`src/hdl/cycle_steal_pkg.sv`:
```
// Shared constants and types for the cycle-stealing memory port
package cycle_steal_pkg;
    localparam int ADDR_W        = 15;
    localparam int MAIN_ADDR_W   = 13;
    localparam int BANK_W        = 2;
    localparam int WORD_W        = 18;
    localparam int CLK_PERIOD_NS = 50;
    // Machine cycle is 1.75 us; phases one to five at fixed offsets within it
    localparam int CYCLE_NS      = 1750;
    localparam int CYCLE_CYC     = CYCLE_NS / CLK_PERIOD_NS;
    localparam int T1_NS         = 0;
    localparam int T2_NS         = 350;
    localparam int T3_NS         = 700;
    localparam int T5_NS         = 1400;
    localparam int T1_CYC        = T1_NS / CLK_PERIOD_NS;
    localparam int T2_CYC        = T2_NS / CLK_PERIOD_NS;
    localparam int T3_CYC        = T3_NS / CLK_PERIOD_NS;
    localparam int T5_CYC        = T5_NS / CLK_PERIOD_NS;
    // Late sync strobe trails phase five by a fixed delay
    localparam int SYNC_DLY_NS   = 50;
    localparam int SYNC_DLY_CYC  = (SYNC_DLY_NS + CLK_PERIOD_NS - 1) / CLK_PERIOD_NS;
    localparam int LATE_SYNC_CYC = T5_CYC + SYNC_DLY_CYC;
    // Short strobes 70 ns (least, rounded up), data-ready 400 ns
    localparam int SHORT_NS      = 70;
    localparam int SHORT_CYC     = (SHORT_NS + CLK_PERIOD_NS - 1) / CLK_PERIOD_NS;
    localparam int READY_NS      = 400;
    localparam int READY_CYC     = (READY_NS + CLK_PERIOD_NS - 1) / CLK_PERIOD_NS;
    // Peripheral may delay capture up to 1 us; must capture by T2+400 ns next cycle
    localparam int CAPT_DLY_NS   = 1000;
    localparam int CAPT_DLY_CYC  = CAPT_DLY_NS / CLK_PERIOD_NS;
    localparam int PH_W          = 6;
    // Wide enough to hold the eight-clock data-ready count
    localparam int CNT_W         = 4;
    localparam logic [WORD_W-1:0] MB_RESET = 18'h0_0000;

    typedef enum logic [1:0] {
        ST_FETCH = 2'b00,
        ST_EXEC  = 2'b01,
        ST_BREAK = 2'b10
    } major_e;
endpackage

```
`src/hdl/cycle_steal_if.sv`:
```
// Link between the processor break port and the peripheral controller
`timescale 1ns/100ps
interface cycle_steal_if;
    import cycle_steal_pkg::*;
    logic                peripheralCycleRequest;
    logic                directionIn;
    logic [ADDR_W-1:0]   breakLocationLines;
    logic [WORD_W-1:0]   breakWordIn;
    logic [WORD_W-1:0]   breakWordOut;
    logic                addressTakenPulse;
    logic                wordTakenPulse;
    logic                dataReadyPulse;

    modport processor (
        input  peripheralCycleRequest, directionIn, breakLocationLines, breakWordIn,
        output breakWordOut, addressTakenPulse, wordTakenPulse, dataReadyPulse
    );
    modport peripheral (
        output peripheralCycleRequest, directionIn, breakLocationLines, breakWordIn,
        input  breakWordOut, addressTakenPulse, wordTakenPulse, dataReadyPulse
    );
endinterface

```
`src/hdl/cycle_steal_memory_port.sv`:
```
// Processor end: cycle timing, request sync, break strobes and memory access
`timescale 1ns/100ps
module cycle_steal_memory_port (
    input  wire logic                            core_clk,
    input  wire logic                            rst_b,
    cycle_steal_if.processor                     link,
    input  wire logic                            instrDone,
    input  wire logic                            interruptBreakSync,
    input  wire logic                            clockBreakSync,
    output logic                                 internalBreakRequest,
    output logic                                 phaseOnePulse,
    output logic                                 phaseTwoPulse,
    output logic                                 phaseThreePulse,
    output logic                                 lateSyncStrobe,
    output logic                                 memWrite,
    output logic                                 memRead,
    output logic [cycle_steal_pkg::MAIN_ADDR_W-1:0] memoryAddressReg,
    output logic [cycle_steal_pkg::BANK_W-1:0]   memoryBankExtension,
    output logic [cycle_steal_pkg::WORD_W-1:0]   memoryBuffer,
    input  wire logic [cycle_steal_pkg::WORD_W-1:0] memReadData,
    output logic                                 breakActive
);
    import cycle_steal_pkg::*;

    logic [PH_W-1:0]  phase;
    logic             requestSync;
    major_e           majorState;
    logic             dataBreak;
    logic [CNT_W-1:0] shortCnt;
    logic [CNT_W-1:0] wordCnt;
    logic [CNT_W-1:0] readyCnt;
    logic             cycleEnd;
    logic             startAddr;
    logic             startWord;
    logic             startReady;
    major_e           next_majorState;

    // Phase decode of the machine cycle counter
    assign cycleEnd        = (phase == PH_W'(CYCLE_CYC - 1));
    assign phaseOnePulse   = (phase == PH_W'(T1_CYC));
    assign phaseTwoPulse   = (phase == PH_W'(T2_CYC));
    assign phaseThreePulse = (phase == PH_W'(T3_CYC));
    assign lateSyncStrobe  = (phase == PH_W'(LATE_SYNC_CYC));

    // Break request to the major state sequencer
    assign internalBreakRequest = requestSync | interruptBreakSync | clockBreakSync;
    // Only a sync-flop break is a memory-access break
    assign dataBreak  = requestSync && (majorState == ST_BREAK);
    assign breakActive = (majorState == ST_BREAK);
    assign startAddr  = dataBreak && phaseOnePulse;
    assign startWord  = dataBreak && phaseThreePulse && link.directionIn;
    assign startReady = dataBreak && phaseThreePulse;

    // Strobes are counter-driven so their widths track the clock rate
    assign link.addressTakenPulse = (shortCnt != '0);
    assign link.wordTakenPulse    = (wordCnt != '0);
    assign link.dataReadyPulse    = (readyCnt != '0);
    assign link.breakWordOut      = memoryBuffer;

    // Memory strobes: write inbound word the clock after phase three, read outbound at phase two
    assign memWrite = dataBreak && link.directionIn && (phase == PH_W'(T3_CYC + 1));
    assign memRead  = dataBreak && !link.directionIn && phaseTwoPulse;

    // Next major state: break follows a completed instruction with a pending request
    always_comb begin
        next_majorState = majorState;
        if (cycleEnd) begin
            if (internalBreakRequest && (instrDone || majorState == ST_BREAK)) begin
                next_majorState = ST_BREAK;
            end else if (instrDone || majorState == ST_BREAK) begin
                next_majorState = ST_FETCH;
            end else begin
                next_majorState = ST_EXEC;
            end
        end
    end

    // Cycle timing and major state
    always_ff @(posedge core_clk or negedge rst_b) begin
        if (!rst_b) begin
            phase      <= '0;
            majorState <= ST_FETCH;
        end else begin
            phase      <= cycleEnd ? '0 : phase + PH_W'(1);
            majorState <= next_majorState;
        end
    end

    // Request sync: sampled only on the late strobe, follows level both ways
    always_ff @(posedge core_clk or negedge rst_b) begin
        if (!rst_b) begin
            requestSync <= 1'b0;
        end else if (lateSyncStrobe) begin
            requestSync <= link.peripheralCycleRequest;
        end
    end

    // Pulse width counters
    always_ff @(posedge core_clk or negedge rst_b) begin
        if (!rst_b) begin
            shortCnt <= '0;
            wordCnt  <= '0;
            readyCnt <= '0;
        end else begin
            shortCnt <= startAddr  ? CNT_W'(SHORT_CYC) : (shortCnt != '0 ? shortCnt - 1'b1 : '0);
            wordCnt  <= startWord  ? CNT_W'(SHORT_CYC) : (wordCnt != '0 ? wordCnt - 1'b1 : '0);
            readyCnt <= startReady ? CNT_W'(READY_CYC) : (readyCnt != '0 ? readyCnt - 1'b1 : '0);
        end
    end

    // Address and buffer loads; accumulator and program state are not in reach here
    always_ff @(posedge core_clk or negedge rst_b) begin
        if (!rst_b) begin
            memoryAddressReg    <= '0;
            memoryBankExtension <= '0;
            memoryBuffer        <= MB_RESET;
        end else begin
            if (startAddr) begin
                memoryAddressReg    <= link.breakLocationLines[MAIN_ADDR_W-1:0];
                memoryBankExtension <= link.breakLocationLines[ADDR_W-1:MAIN_ADDR_W];
            end
            if (startWord) begin
                memoryBuffer <= link.breakWordIn;
            end else if (memRead) begin
                memoryBuffer <= memReadData;
            end
        end
    end
endmodule // cycle_steal_memory_port

```
`src/flat_wrapper.sv`:
```
// flat-port wrapper written by rule: the top's interface ports become plain ports
module cycle_steal_memory_port_flat import cycle_steal_pkg::*;
  (core_clk, rst_b, instrDone, interruptBreakSync, clockBreakSync, internalBreakRequest, phaseOnePulse, phaseTwoPulse, phaseThreePulse, lateSyncStrobe, memWrite, memRead, memoryAddressReg, memoryBankExtension, memoryBuffer, memReadData, breakActive, link_peripheralCycleRequest, link_directionIn, link_breakLocationLines, link_breakWordIn, link_breakWordOut, link_addressTakenPulse, link_wordTakenPulse, link_dataReadyPulse);
  cycle_steal_if link_i ();
  input  wire logic core_clk;
  input  wire logic rst_b;
  input  wire logic instrDone;
  input  wire logic interruptBreakSync;
  input  wire logic clockBreakSync;
  output logic internalBreakRequest;
  output logic phaseOnePulse;
  output logic phaseTwoPulse;
  output logic phaseThreePulse;
  output logic lateSyncStrobe;
  output logic memWrite;
  output logic memRead;
  output logic [cycle_steal_pkg::MAIN_ADDR_W-1:0] memoryAddressReg;
  output logic [cycle_steal_pkg::BANK_W-1:0] memoryBankExtension;
  output logic [cycle_steal_pkg::WORD_W-1:0] memoryBuffer;
  input  wire logic [cycle_steal_pkg::WORD_W-1:0] memReadData;
  output logic breakActive;
  input wire logic [$bits(link_i.peripheralCycleRequest)-1:0] link_peripheralCycleRequest;
  input wire logic [$bits(link_i.directionIn)-1:0] link_directionIn;
  input wire logic [$bits(link_i.breakLocationLines)-1:0] link_breakLocationLines;
  input wire logic [$bits(link_i.breakWordIn)-1:0] link_breakWordIn;
  output wire logic [$bits(link_i.breakWordOut)-1:0] link_breakWordOut;
  output wire logic [$bits(link_i.addressTakenPulse)-1:0] link_addressTakenPulse;
  output wire logic [$bits(link_i.wordTakenPulse)-1:0] link_wordTakenPulse;
  output wire logic [$bits(link_i.dataReadyPulse)-1:0] link_dataReadyPulse;
  assign link_i.peripheralCycleRequest = link_peripheralCycleRequest;
  assign link_i.directionIn = link_directionIn;
  assign link_i.breakLocationLines = link_breakLocationLines;
  assign link_i.breakWordIn = link_breakWordIn;
  assign link_breakWordOut = link_i.breakWordOut;
  assign link_addressTakenPulse = link_i.addressTakenPulse;
  assign link_wordTakenPulse = link_i.wordTakenPulse;
  assign link_dataReadyPulse = link_i.dataReadyPulse;
  cycle_steal_memory_port u_core (.core_clk(core_clk), .rst_b(rst_b), .link(link_i), .instrDone(instrDone), .interruptBreakSync(interruptBreakSync), .clockBreakSync(clockBreakSync), .internalBreakRequest(internalBreakRequest), .phaseOnePulse(phaseOnePulse), .phaseTwoPulse(phaseTwoPulse), .phaseThreePulse(phaseThreePulse), .lateSyncStrobe(lateSyncStrobe), .memWrite(memWrite), .memRead(memRead), .memoryAddressReg(memoryAddressReg), .memoryBankExtension(memoryBankExtension), .memoryBuffer(memoryBuffer), .memReadData(memReadData), .breakActive(breakActive));
endmodule
```
`config.mk`:
```
export PLATFORM = sky130hd
export DESIGN_NAME = cycle_steal_memory_port_flat
export DESIGN_NICKNAME = d
export VERILOG_FILES = /design/src/hdl/cycle_steal_pkg.sv /design/src/hdl/cycle_steal_if.sv /design/src/hdl/cycle_steal_memory_port.sv /design/src/flat_wrapper.sv
export SDC_FILE = /design/constraint.sdc
export NUM_CORES = 1
export LEC_CHECK = 0
export ABC_CLOCK_PERIOD_IN_PS = 2300
export BUFFER_PORTS_ARGS = -buffer_cell sky130_fd_sc_hd__buf_2
export CAP_MARGIN = 20
export CELL_PAD_IN_SITES_DETAIL_PLACEMENT = 1
export CELL_PAD_IN_SITES_GLOBAL_PLACEMENT = 1
export CORE_AREA = 2 2 93 95
export CTS_BUF_LIST = sky130_fd_sc_hd__clkbuf_16
export CTS_CLUSTER_DIAMETER = 150
export CTS_CLUSTER_SIZE = 16
export DETAILED_ROUTE_END_ITERATION = 16
export DIE_AREA = 0 0 95 97
export PLACE_DENSITY_LB_ADDON = 0.05
export SYNTH_ARGS = -nofsm -noshare
export SYNTH_HDL_FRONTEND = slang
export SYNTH_SLANG_ARGS = --single-unit
export TNS_END_PERCENT = 30
```
`constraint.sdc`:
```
create_clock -name core_clk -period 2.3 [get_ports core_clk]
set_input_delay 0.23 -clock core_clk [delete_from_list [all_inputs] [get_ports core_clk]]
set_output_delay 0.23 -clock core_clk [all_outputs]
set_load 0.005 [all_outputs]
```
==> summary.md, run 1 <==
| Metric | Value |
|---|---|
| Status | complete, no violations |
| #FFs+latches synth | 54 |
| Layout Skew | around 0.0086 ns |
| Antenna Nets Post-Route | 0 |
| Inserted Clock Buffers | 5 |
| H-tree depth | 2 |
| Seq/Total Area, Yosys | 0.465 |
| PortBufs | around 120 |
| Peak VDD IR | around 0.34 mV |
| Switching fraction of total power | 0.229 |
| Final setup violation count | 0 |
| Post-Route WL | 7730 µm |
| Hold buffers post-CTS | 0 |
| Clk sinks | 54 |
| WS Path Type | register to output port |
| Setup WS post-layout | between 0.15 and 0.2 ns |
| Gpl congestion | 0.769 |
| Worst-Margin Slew | 0.812 ns |
| # Max-Cap Violations | 0 |
| Clock buffer depth | 2 |
| R2R setup slack | between 0.3 and 0.4 ns |
| Minimum clock period after layout | roughly 2.1 ns |
| Die width | ~95 µm |
| Endpoints failing hold | 0 |
| Final TNS setup | 0 ns |
| Clock slew at reported path FFs | 0.07 ns |
| ANT cells | 0 |
| FF-to-FF Start | u_core.phase[0] |
| R2R Path End | u_core.link.breakWordOut[17] |
| Fin nets | 428 |
| Max transition margin | 0.459 |
| Congestion Overflow GR | 0 |
| Seq pwr share | 0.521 |
| RSZ-0062 raised after global routing | false |
| Area grow syn2layout | 24.0% |
| Post-CTS Setup Bufs | 0 |
| Inst Count DP | approximately 460 |
| DR vias/cell | a little over 5 |
| Wirelength per Cell | 16.4 µm |
| Worst path required time | approximately 2.1 ns |
| First-pass GRT wire length | 12700 µm |
| Syn_nets | 330 |
| Worst-Skew Late Latency | between 0.2 and 0.3 ns |
| DRT iter0 DRCs | 75 |
| Number of global-route vias before repair | 2457 |
| Top_reg_cell synth | dfrtp_1 |
| CP Capture Type | output port |
| Period utilization | 0.926 |
| Power Internal | ~1500 µW |
| Detailed Routing Iterations Pass 1 | 4 |
| Initial antenna violation count | 0 |
| Dpl ws | 0.381 ns |
| Layout Cells excl Fill | 470 |
| Starting Density | 0.358 |
| Syn Inst Count | about 270 |
| Cell variety after synth | 45 |
| P per Cell Area | around 530 nW/µm² |
| Row Count | 33 |
| P_leak | between 0.0015 and 0.002 µW |
| Crit start category | register |
| Num ports | 120 |
| Layout cells sized above 1 | 0.463 |
| Fmax | 0.470 GHz |
| CTS tree | yes |
| Critical Path AT | approximately 1.9 ns |
| Root buffer cell | clkbuf_16 |
| PostCTS Resize Cnt | 0 |
| DPL Wire Length | 5920 µm |
| Slew Limit Fails | 0 |
| Clk pwr share | 0.388 |
| Die Area | just over 9000 µm² |
| DRC Markers | 0 |
| EDFF count, synth | 0 |
| Die Y | between 90 and 100 µm |
| Yosys warning count | 0 |
| Global Route Usage Sum | 0.172 |
| Psw | 438 µW |
| Final core utilization | 0.444 |
| Largest net degree at the start of global routing | 35 |
| Hold crit path type | input port to asynchronous set/reset pin |
| Total number of vias | between 2000 and 2500 |
| Worst-path fanout max | 11 |
| Core area | about 8100 µm² |
| Async S/R FF share, synth | 1.00 |
| Comb power frac | 0.091 |
| Post-synthesis cell area | approximately 2900 µm² |
| R2R depth | 5 |
| Synth Area per Inst | approximately 11 µm² |
| WHS | 0.0174 ns |
[cell families after synthesis]
logic type,count (synthesis),share of synthesized area
compound gates,33,0.109
mux,17,0.0654
buf+inv,64,0.123
flops,54,0.465
xor+xnor,4,0.0120
simple gates,88,0.200
fa+ha+maj,6,0.0258
[cell type report]
cell class	instances	area (µm²)
clock buffer	5	125
clock inverter	3	20.0
fill	945	4530
inverter	25	93.8
multi-input combinational	148	1210
sequential	54	1350
tap	105	131
timing repair buffer	130	678
[state kept, by name (all words and copies together), names as in the netlist]
register / flops
u_core.wordCnt: 4
u_core.shortCnt: 4
u_core.majorState: 2
u_core.link.breakWordOut: 18
u_core.memoryAddressReg: 13
u_core.phase: 6
u_core.readyCnt: 4
u_core.requestSync: 1
u_core.memoryBankExtension: 2
[worst max-delay path: stages, from the launching register on]
cell and delay [ns]:
dfrtp_1 0.46, ha_1 0.25, nor4b_4 0.22, and3_1 0.48, buf_2 0.21
[how the worst max path moves through the flow]
| stage | start | end | slack (ns) | depth (start not counted) |
|---|---|---|---|---|
| 2_1_floorplan | u_core.phase[0] | u_core.memoryAddressReg[10] | 0.68 | 6 |
| 3_3_place_gp | u_core.phase[0] | u_core.link.breakWordOut[17] | 0.41 | 5 |
| 3_5_place_dp | u_core.phase[0] | u_core.link.breakWordOut[4] | 0.38 | 5 |
| 4_1_cts | u_core.phase[0] | memRead | 0.14 | 4 |
| 5_1_grt | u_core.phase[0] | memRead | 0.04 | 4 |
| 6_report | u_core.phase[0] | memRead | 0.17 | 4 |
[synth_stat cells, types with 3 or more instances]
cell type  number  area [µm²]
dfrtp_1        54        1350
nand4_1        35         219
inv_1          25        93.8
buf_4          20         150
mux2_2         16         180
nor2_1         10        37.5
clkbuf_1        9        33.8
o311ai_2        8         130
nand3_1         7        35.0
ha_1            6        75.1
buf_6           5        56.3
nor3_1          5        25.0
o311ai_0        5        43.8
buf_2           4        20.0
nand2_1         4        15.0
o21ai_0         4        20.0
o311ai_1        4        35.0
xnor2_1         4        35.0
a21oi_1         3        15.0
and3b_1         3        26.3
nor2b_1         3        18.8
[power by group through the flow]
| stage | sequential, µW | clock, µW | combinational [µW] |
|---|---|---|---|
| finish | 1000 | 743 | 174 |
| global route | 1000 | 810 | 196 |
| CTS | 1000 | 770 | 180 |
| detailed placement | 1020 | 0 | 180 |
| global placement | 1020 | 0 | 177 |
| floorplan | 1020 | 0 | 68.1 |
[cell usage in the layout, fill, tap and decap left out, types with 2 or more instances in the layout]
master / instances
buf_2: 119
dfrtp_1: 54
nand4_1: 35
inv_1: 25
mux2_2: 16
buf_4: 11
nor2_1: 10
o311ai_2: 8
nand3_1: 7
ha_1: 6
nor3_1: 5
o311ai_0: 5
clkbuf_16: 5
xnor2_1: 4
nand2_1: 4
o21ai_0: 4
o311ai_1: 4
nor2b_1: 3
and3b_1: 3
a21oi_1: 3
nor3b_1: 2
and3_1: 2
nand2b_1: 2
or3b_2: 2
o31ai_1: 2
and2_1: 2
nor4b_1: 2
a41oi_1: 2
[metrics by stage]
stage / power [µW] / area [µm²]
CTS: 1950 / 3610
global placement: 1190 / 3460
detailed placement: 1200 / 3460
finish: 1920 / 3610
global route: 2010 / 3610
floorplan: 1090 / 2910
[per-layer routing]
| layer | vias up | track usage | wire (µm) |
|---|---|---|---|
| met4 | 0 | 0.0201 | 30 |
| met1 | 1157 | 0.239 | 3550 |
| li1 | 1150 | - | - |
| met2 | 74 | 0.285 | 3770 |
| met5 | - | 0 | 0 |
| met3 | 2 | 0.0335 | 377 |
No activity file was read; power rests on OpenSTA's default activity.
==> run 2: changes to the inputs <==
Settings changed: ABC_CLOCK_PERIOD_IN_PS 2300 to 2500, CORE_AREA 2 2 93 95 to 2 2 90 92, DIE_AREA 0 0 95 97 to 0 0 92 94, SLEW_MARGIN set to 10.
Clock period 2.3 ns to 2.5 ns, I/O delays scaled along.
==> summary.md, run 2 (same netlist as run 1, synthesis figures left out) <==
| Metric | Value |
|---|---|
| Die width | 92 µm |
| Setup WS post-layout | about 0.38 ns |
| Root buffer cell | clkbuf_16 |
| Gpl congestion | around 0.74 |
| Final setup violation count | 0 |
| WS Path Type | register to output port |
| P_leak | around 0.0017 µW |
| DRT iter0 DRCs | 44 |
| Worst-Skew Late Latency | approximately 0.3 ns |
| Num ports | between 100 and 150 |
| PostCTS Resize Cnt | 0 |
| Fill cells | 898 |
| Core area | around 7600 µm² |
| Total power | roughly 1800 µW |
| CP Capture Type | output port |
| Hold crit path type | input port to asynchronous set/reset pin |
| Starting Density | 0.382 |
| Critical Path AT | approximately 1.9 ns |
| Fin nets | between 400 and 500 |
| Switching fraction of total power | 0.240 |
| Worst-Margin Slew | between 0.7 and 0.8 ns |
| Clock buffer depth | 2 |
| Peak VDD IR | 0.252 mV |
| Clock slew at reported path FFs | roughly 0.07 ns |
| Minimum clock period after layout | between 2 and 2.5 ns |
| Fmax | ~0.47 GHz |
| Dpl ws | 0.578 ns |
| First-pass GRT wire length | around 13000 µm |
| Die Area | about 8600 µm² |
| CTS tree | yes |
| Largest net degree at the start of global routing | 55 |
| Initial antenna violation count | 0 |
| Inst Count DP | 456 |
| DRC Markers | 0 |
| Post-Route WL | ~8000 µm |
| Hold buffers post-CTS | 0 |
| Layout Cells excl Fill | roughly 460 |
| H-tree depth | 2 |
| Layout Skew | 0.00866 ns |
| PortBufs | about 120 |
| Total number of vias | 2414 |
| Max reg flops | 18 |
| Endpoints failing hold | 0 |
| Clk sinks | 54 |
| # Max-Cap Violations | 0 |
| Psw | about 430 µW |
| Detailed Routing Iterations Pass 1 | 4 |
| Most common cell after layout, fill and taps aside | buf_2 |
| DPL Wire Length | around 5700 µm |
| Layout cells sized above 1 | 0.459 |
| DR vias/cell | ~5.2 |
| Status | complete, no violations |
| Inserted Clock Buffers | 5 |
| WHS | slightly above 0.09 ns |
| Post-CTS Setup Bufs | 0 |
| Die Y | around 94 µm |
| Clk pwr share | 0.397 |
| Crit start category | register |
| RSZ-0062 raised after global routing | false |
| Max transition margin | 0.523 |
| Congestion Overflow GR | 0 |
| Power Internal | 1360 µW |
| Area grow syn2layout | 23.1% |
| Worst-path fanout max | 18 |
| Row Count | 32 |
| Worst path required time | 2.25 ns |
| Period utilization | 0.850 |
| Slew Limit Fails | 0 |
| Global Route Usage Sum | 0.187 |
| Final TNS setup | 0 ns |
| Antenna Nets Post-Route | 0 |
| Wirelength per Cell | between 15 and 20 µm |
| Number of global-route vias before repair | between 2000 and 3000 |
| Seq pwr share | 0.514 |
| Most frequent cells in the layout | buf_2 (119), dfrtp_1 (54), nand4_1 (35), inv_1 (25), mux2_2 (16) |
| P per Cell Area | approximately 500 nW/µm² |
| Comb power frac | 0.089 |
| ANT cells | 0 |
-- run 2: changes by cell type in the layout (fill, tap and decap cells not counted) --
cell,delta
buf_4,-3
-- run 2: layout make-up --
type,instances,area (µm²),share of cell area
Inverter,25,93.8,0.0262
Timing Repair Buffer,127,656,0.183
Clock buffer,5,125,0.0349
Multi-Input combinational cell,148,1210,0.337
Tap cell,102,128,0.0356
Sequential cell,54,1350,0.377
Clock inverter,3,20.0,0.00559
-- run 2: path summary, 6_finish.rpt --
path	slack, ns	start	end	depth (start not counted)
worst max register to register	0.54	u_core.phase[5]	u_core.link.breakWordOut[14]	3
min in group core_clk	0.14	instrDone	u_core.majorState[0]	2
worst min-delay path	0.09	rst_b	u_core.memoryAddressReg[12]	2
worst min register to register	0.47	u_core.readyCnt[0]	u_core.readyCnt[0]	1
worst max-delay path	0.38	u_core.phase[0]	memRead	5
max in group asynchronous	1.94	rst_b	u_core.phase[4]	2
-- run 2: critical path, cell delays in order (launching register included) --
cell and delay (ns):
dfrtp_1 0.45, ha_1 0.27, nor4b_4 0.23, and3_1 0.18, buf_4 0.26, buf_2 0.17
-- run 2: per-stage QoR --
stage / utilization / instance area [µm²]
floorplan: - / 2910
global placement: 0.452 / 3440
detailed placement: 0.452 / 3440
CTS: 0.471 / 3580
global route: 0.471 / 3580
finish: 0.471 / 3580
-- run 2: power groups by stage --
stage / logic, µW / clock network [µW] / registers (µW)
finish: 160 / 711 / 919
CTS: 163 / 726 / 919
global placement: 160 / 0 / 936
detailed placement: 163 / 0 / 937
floorplan: 62.7 / 0 / 937
global route: 178 / 765 / 924
-- run 2: layer usage --
metal | global-route usage | vias to the layer above | routed length [µm]
met5 | 0 | - | 0
met2 | 0.329 | 74 | 3950
li1 | - | 1144 | -
met4 | 0.0510 | 0 | 87
met3 | 0.0281 | 9 | 363
met1 | 0.242 | 1187 | 3610
==> run 3: changes to the inputs <==
Settings changed: ABC_CLOCK_PERIOD_IN_PS 2500 to 2000, CORE_AREA 2 2 90 92 to 2 2 93 95, DIE_AREA 0 0 92 94 to 0 0 95 97.
Clock period 2.5 ns to 2 ns, I/O delays scaled along.
==> summary.md, run 3 (same netlist as run 1, synthesis figures left out) <==
| Metric | Value |
|---|---|
| Number of global-route vias before repair | around 2600 |
| DPL Wire Length | roughly 6000 µm |
| Most common cell after layout, fill and taps aside | buf_2 |
| Minimum clock period after layout | 1.90 ns |
| DRC Markers | 0 |
| Initial antenna violation count | 0 |
| Slew Limit Fails | 0 |
| P_leak | 0.00173 µW |
| Congestion Overflow GR | 0 |
| Fmax | approximately 0.53 GHz |
| Period utilization | 0.949 |
| DR vias/cell | 5.17 |
| Inserted Clock Buffers | 5 |
| Critical Path AT | 1.70 ns |
| P per Cell Area | between 600 and 700 nW/µm² |
| RSZ-0062 raised after global routing | false |
| Worst-path fanout max | 18 |
| Wirelength per Cell | between 15 and 20 µm |
| Clk sinks | 54 |
| Layout Cells excl Fill | between 400 and 500 |
| Final setup violation count | 0 |
| Most frequent cells in the layout | buf_2 (119), dfrtp_1 (52), nand4_1 (35), inv_1 (25), mux2_2 (16) |
| DRT iter0 DRCs | 54 |
| Detailed Routing Iterations Pass 1 | 4 |
| Fin nets | roughly 430 |
| Hold crit path type | input port to register |
| Final TNS setup | 0 ns |
| Peak VDD IR | 0.323 mV |
| Clock slew at reported path FFs | approximately 0.07 ns |
| Clock buffer depth | 2 |
| Antenna Nets Post-Route | 0 |
| Die Y | slightly below 100 µm |
| Layout Skew | 0.00456 ns |
| Largest net degree at the start of global routing | 21 |
| Endpoints failing hold | 0 |
| Global Route Usage Sum | 0.182 |
| CP Capture Type | output port |
| CTS tree | yes |
| Max reg flops | 18 |
| PortBufs | approximately 120 |
| Worst-Skew Late Latency | between 0.2 and 0.3 ns |
| Post-Route WL | between 7000 and 8000 µm |
| Row Count | 33 |
| Core area | about 8100 µm² |
| H-tree depth | 2 |
| Layout cells sized above 1 | 0.481 |
| Fill cells | around 950 |
| Max transition margin | 0.692 |
| Die Area | roughly 9200 µm² |
| WS Path Type | register to output port |
| Worst-Margin Slew | around 0.46 ns |
| Post-DP Area | roughly 3500 µm² |
| Num ports | 120 |
| # Max-Cap Violations | 0 |
| First-pass GRT wire length | between 10000 and 15000 µm |
| Status | complete, no violations |
| ANT cells | 0 |
| Root buffer cell | clkbuf_16 |
| Worst path required time | about 1.8 ns |
| Area grow syn2layout | 26.4% |
| Total number of vias | approximately 2500 |
| Inst Count DP | 464 |
| Final Instance Area | approximately 3700 µm² |
| Gpl congestion | approximately 0.76 |
| Starting Density | 0.358 |
| Crit start category | register |
| Die width | 95 µm |
run 3: changes by cell type in the layout (fill, tap and decap cells not counted), sizes merged:
cell	previous run	this run
buf	127	134
clkinv	1	2
dlygate4sd3	0	1
inv	26	25
run 3: timing repair:
action / CTS / global route
buffers inserted: 0 / 2
hold endpoints to repair: 18 / 0
hold buffers: 1 / 0
cloned: 0 / 0
endpoints found under the setup margin: 1 / 2
resized for setup: 2 / 6
run 3: cell type report:
| cell class | instances | area (µm²) | area share |
|---|---|---|---|
| Inverter | 25 | 93.8 | 0.0255 |
| Clock inverter | 3 | 21.3 | 0.00579 |
| Multi-Input combinational cell | 148 | 1220 | 0.331 |
| Clock buffer | 5 | 125 | 0.0340 |
| Tap cell | 105 | 131 | 0.0357 |
| Sequential cell | 54 | 1350 | 0.368 |
| Timing Repair Buffer | 135 | 734 | 0.200 |
run 3: path summary, 6_finish.rpt:
path / start / endpoint / slack (ns) / cells past startpoint
max: u_core.phase[3] / memRead / 0.10 / 4
min: instrDone / u_core.majorState[0] / 0.1 / 2
max reg2reg: u_core.phase[1] / u_core.memoryAddressReg[2] / 0.22 / 5
min reg2reg: u_core.readyCnt[0] / u_core.readyCnt[0] / 0.47 / 1
max in group asynchronous: rst_b / u_core.memoryAddressReg[5] / 0.98 / 3
min in group asynchronous: rst_b / u_core.readyCnt[2] / 0.39 / 2
run 3: per-layer routing:
metal | wire, µm | GRT usage | vias up | share of wire
li1 | - | - | 1156 | -
met1 | 3490 | 0.235 | 1221 | 0.44
met2 | 4000 | 0.316 | 73 | 0.50
met3 | 435 | 0.0319 | 7 | 0.054
met4 | 75 | 0.0390 | 0 | 0.0094
met5 | 0 | 0 | - | 0
run 3: worst max-delay path, stage by stage, from the launching register on:
cell     delay, ns
dfrtp_1       0.52
nor4b_4       0.35
and3_4        0.24
buf_12        0.16
buf_2         0.13
run 3: power by group:
| group | internal, µW | switching (µW) | total, µW | leakage (µW) |
|---|---|---|---|---|
| clock network | 465 | 409 | 874 | 0.0000698 |
| registers | 1130 | 22.9 | 1150 | 0.000608 |
| logic | 111 | 90.6 | 201 | 0.00105 |
run 3: through the flow:
stage               hold slack [ns]   util  worst slack, ns  total power, µW
detailed placement            0.186  0.428            0.137             1380
CTS                          0.0951  0.447           0.0119             2260
floorplan                   -0.0956      -            0.382             1250
finish                       0.0963  0.452            0.102             2220
global placement              0.196  0.428            0.239             1370
global route                  0.113  0.452          0.00159             2330
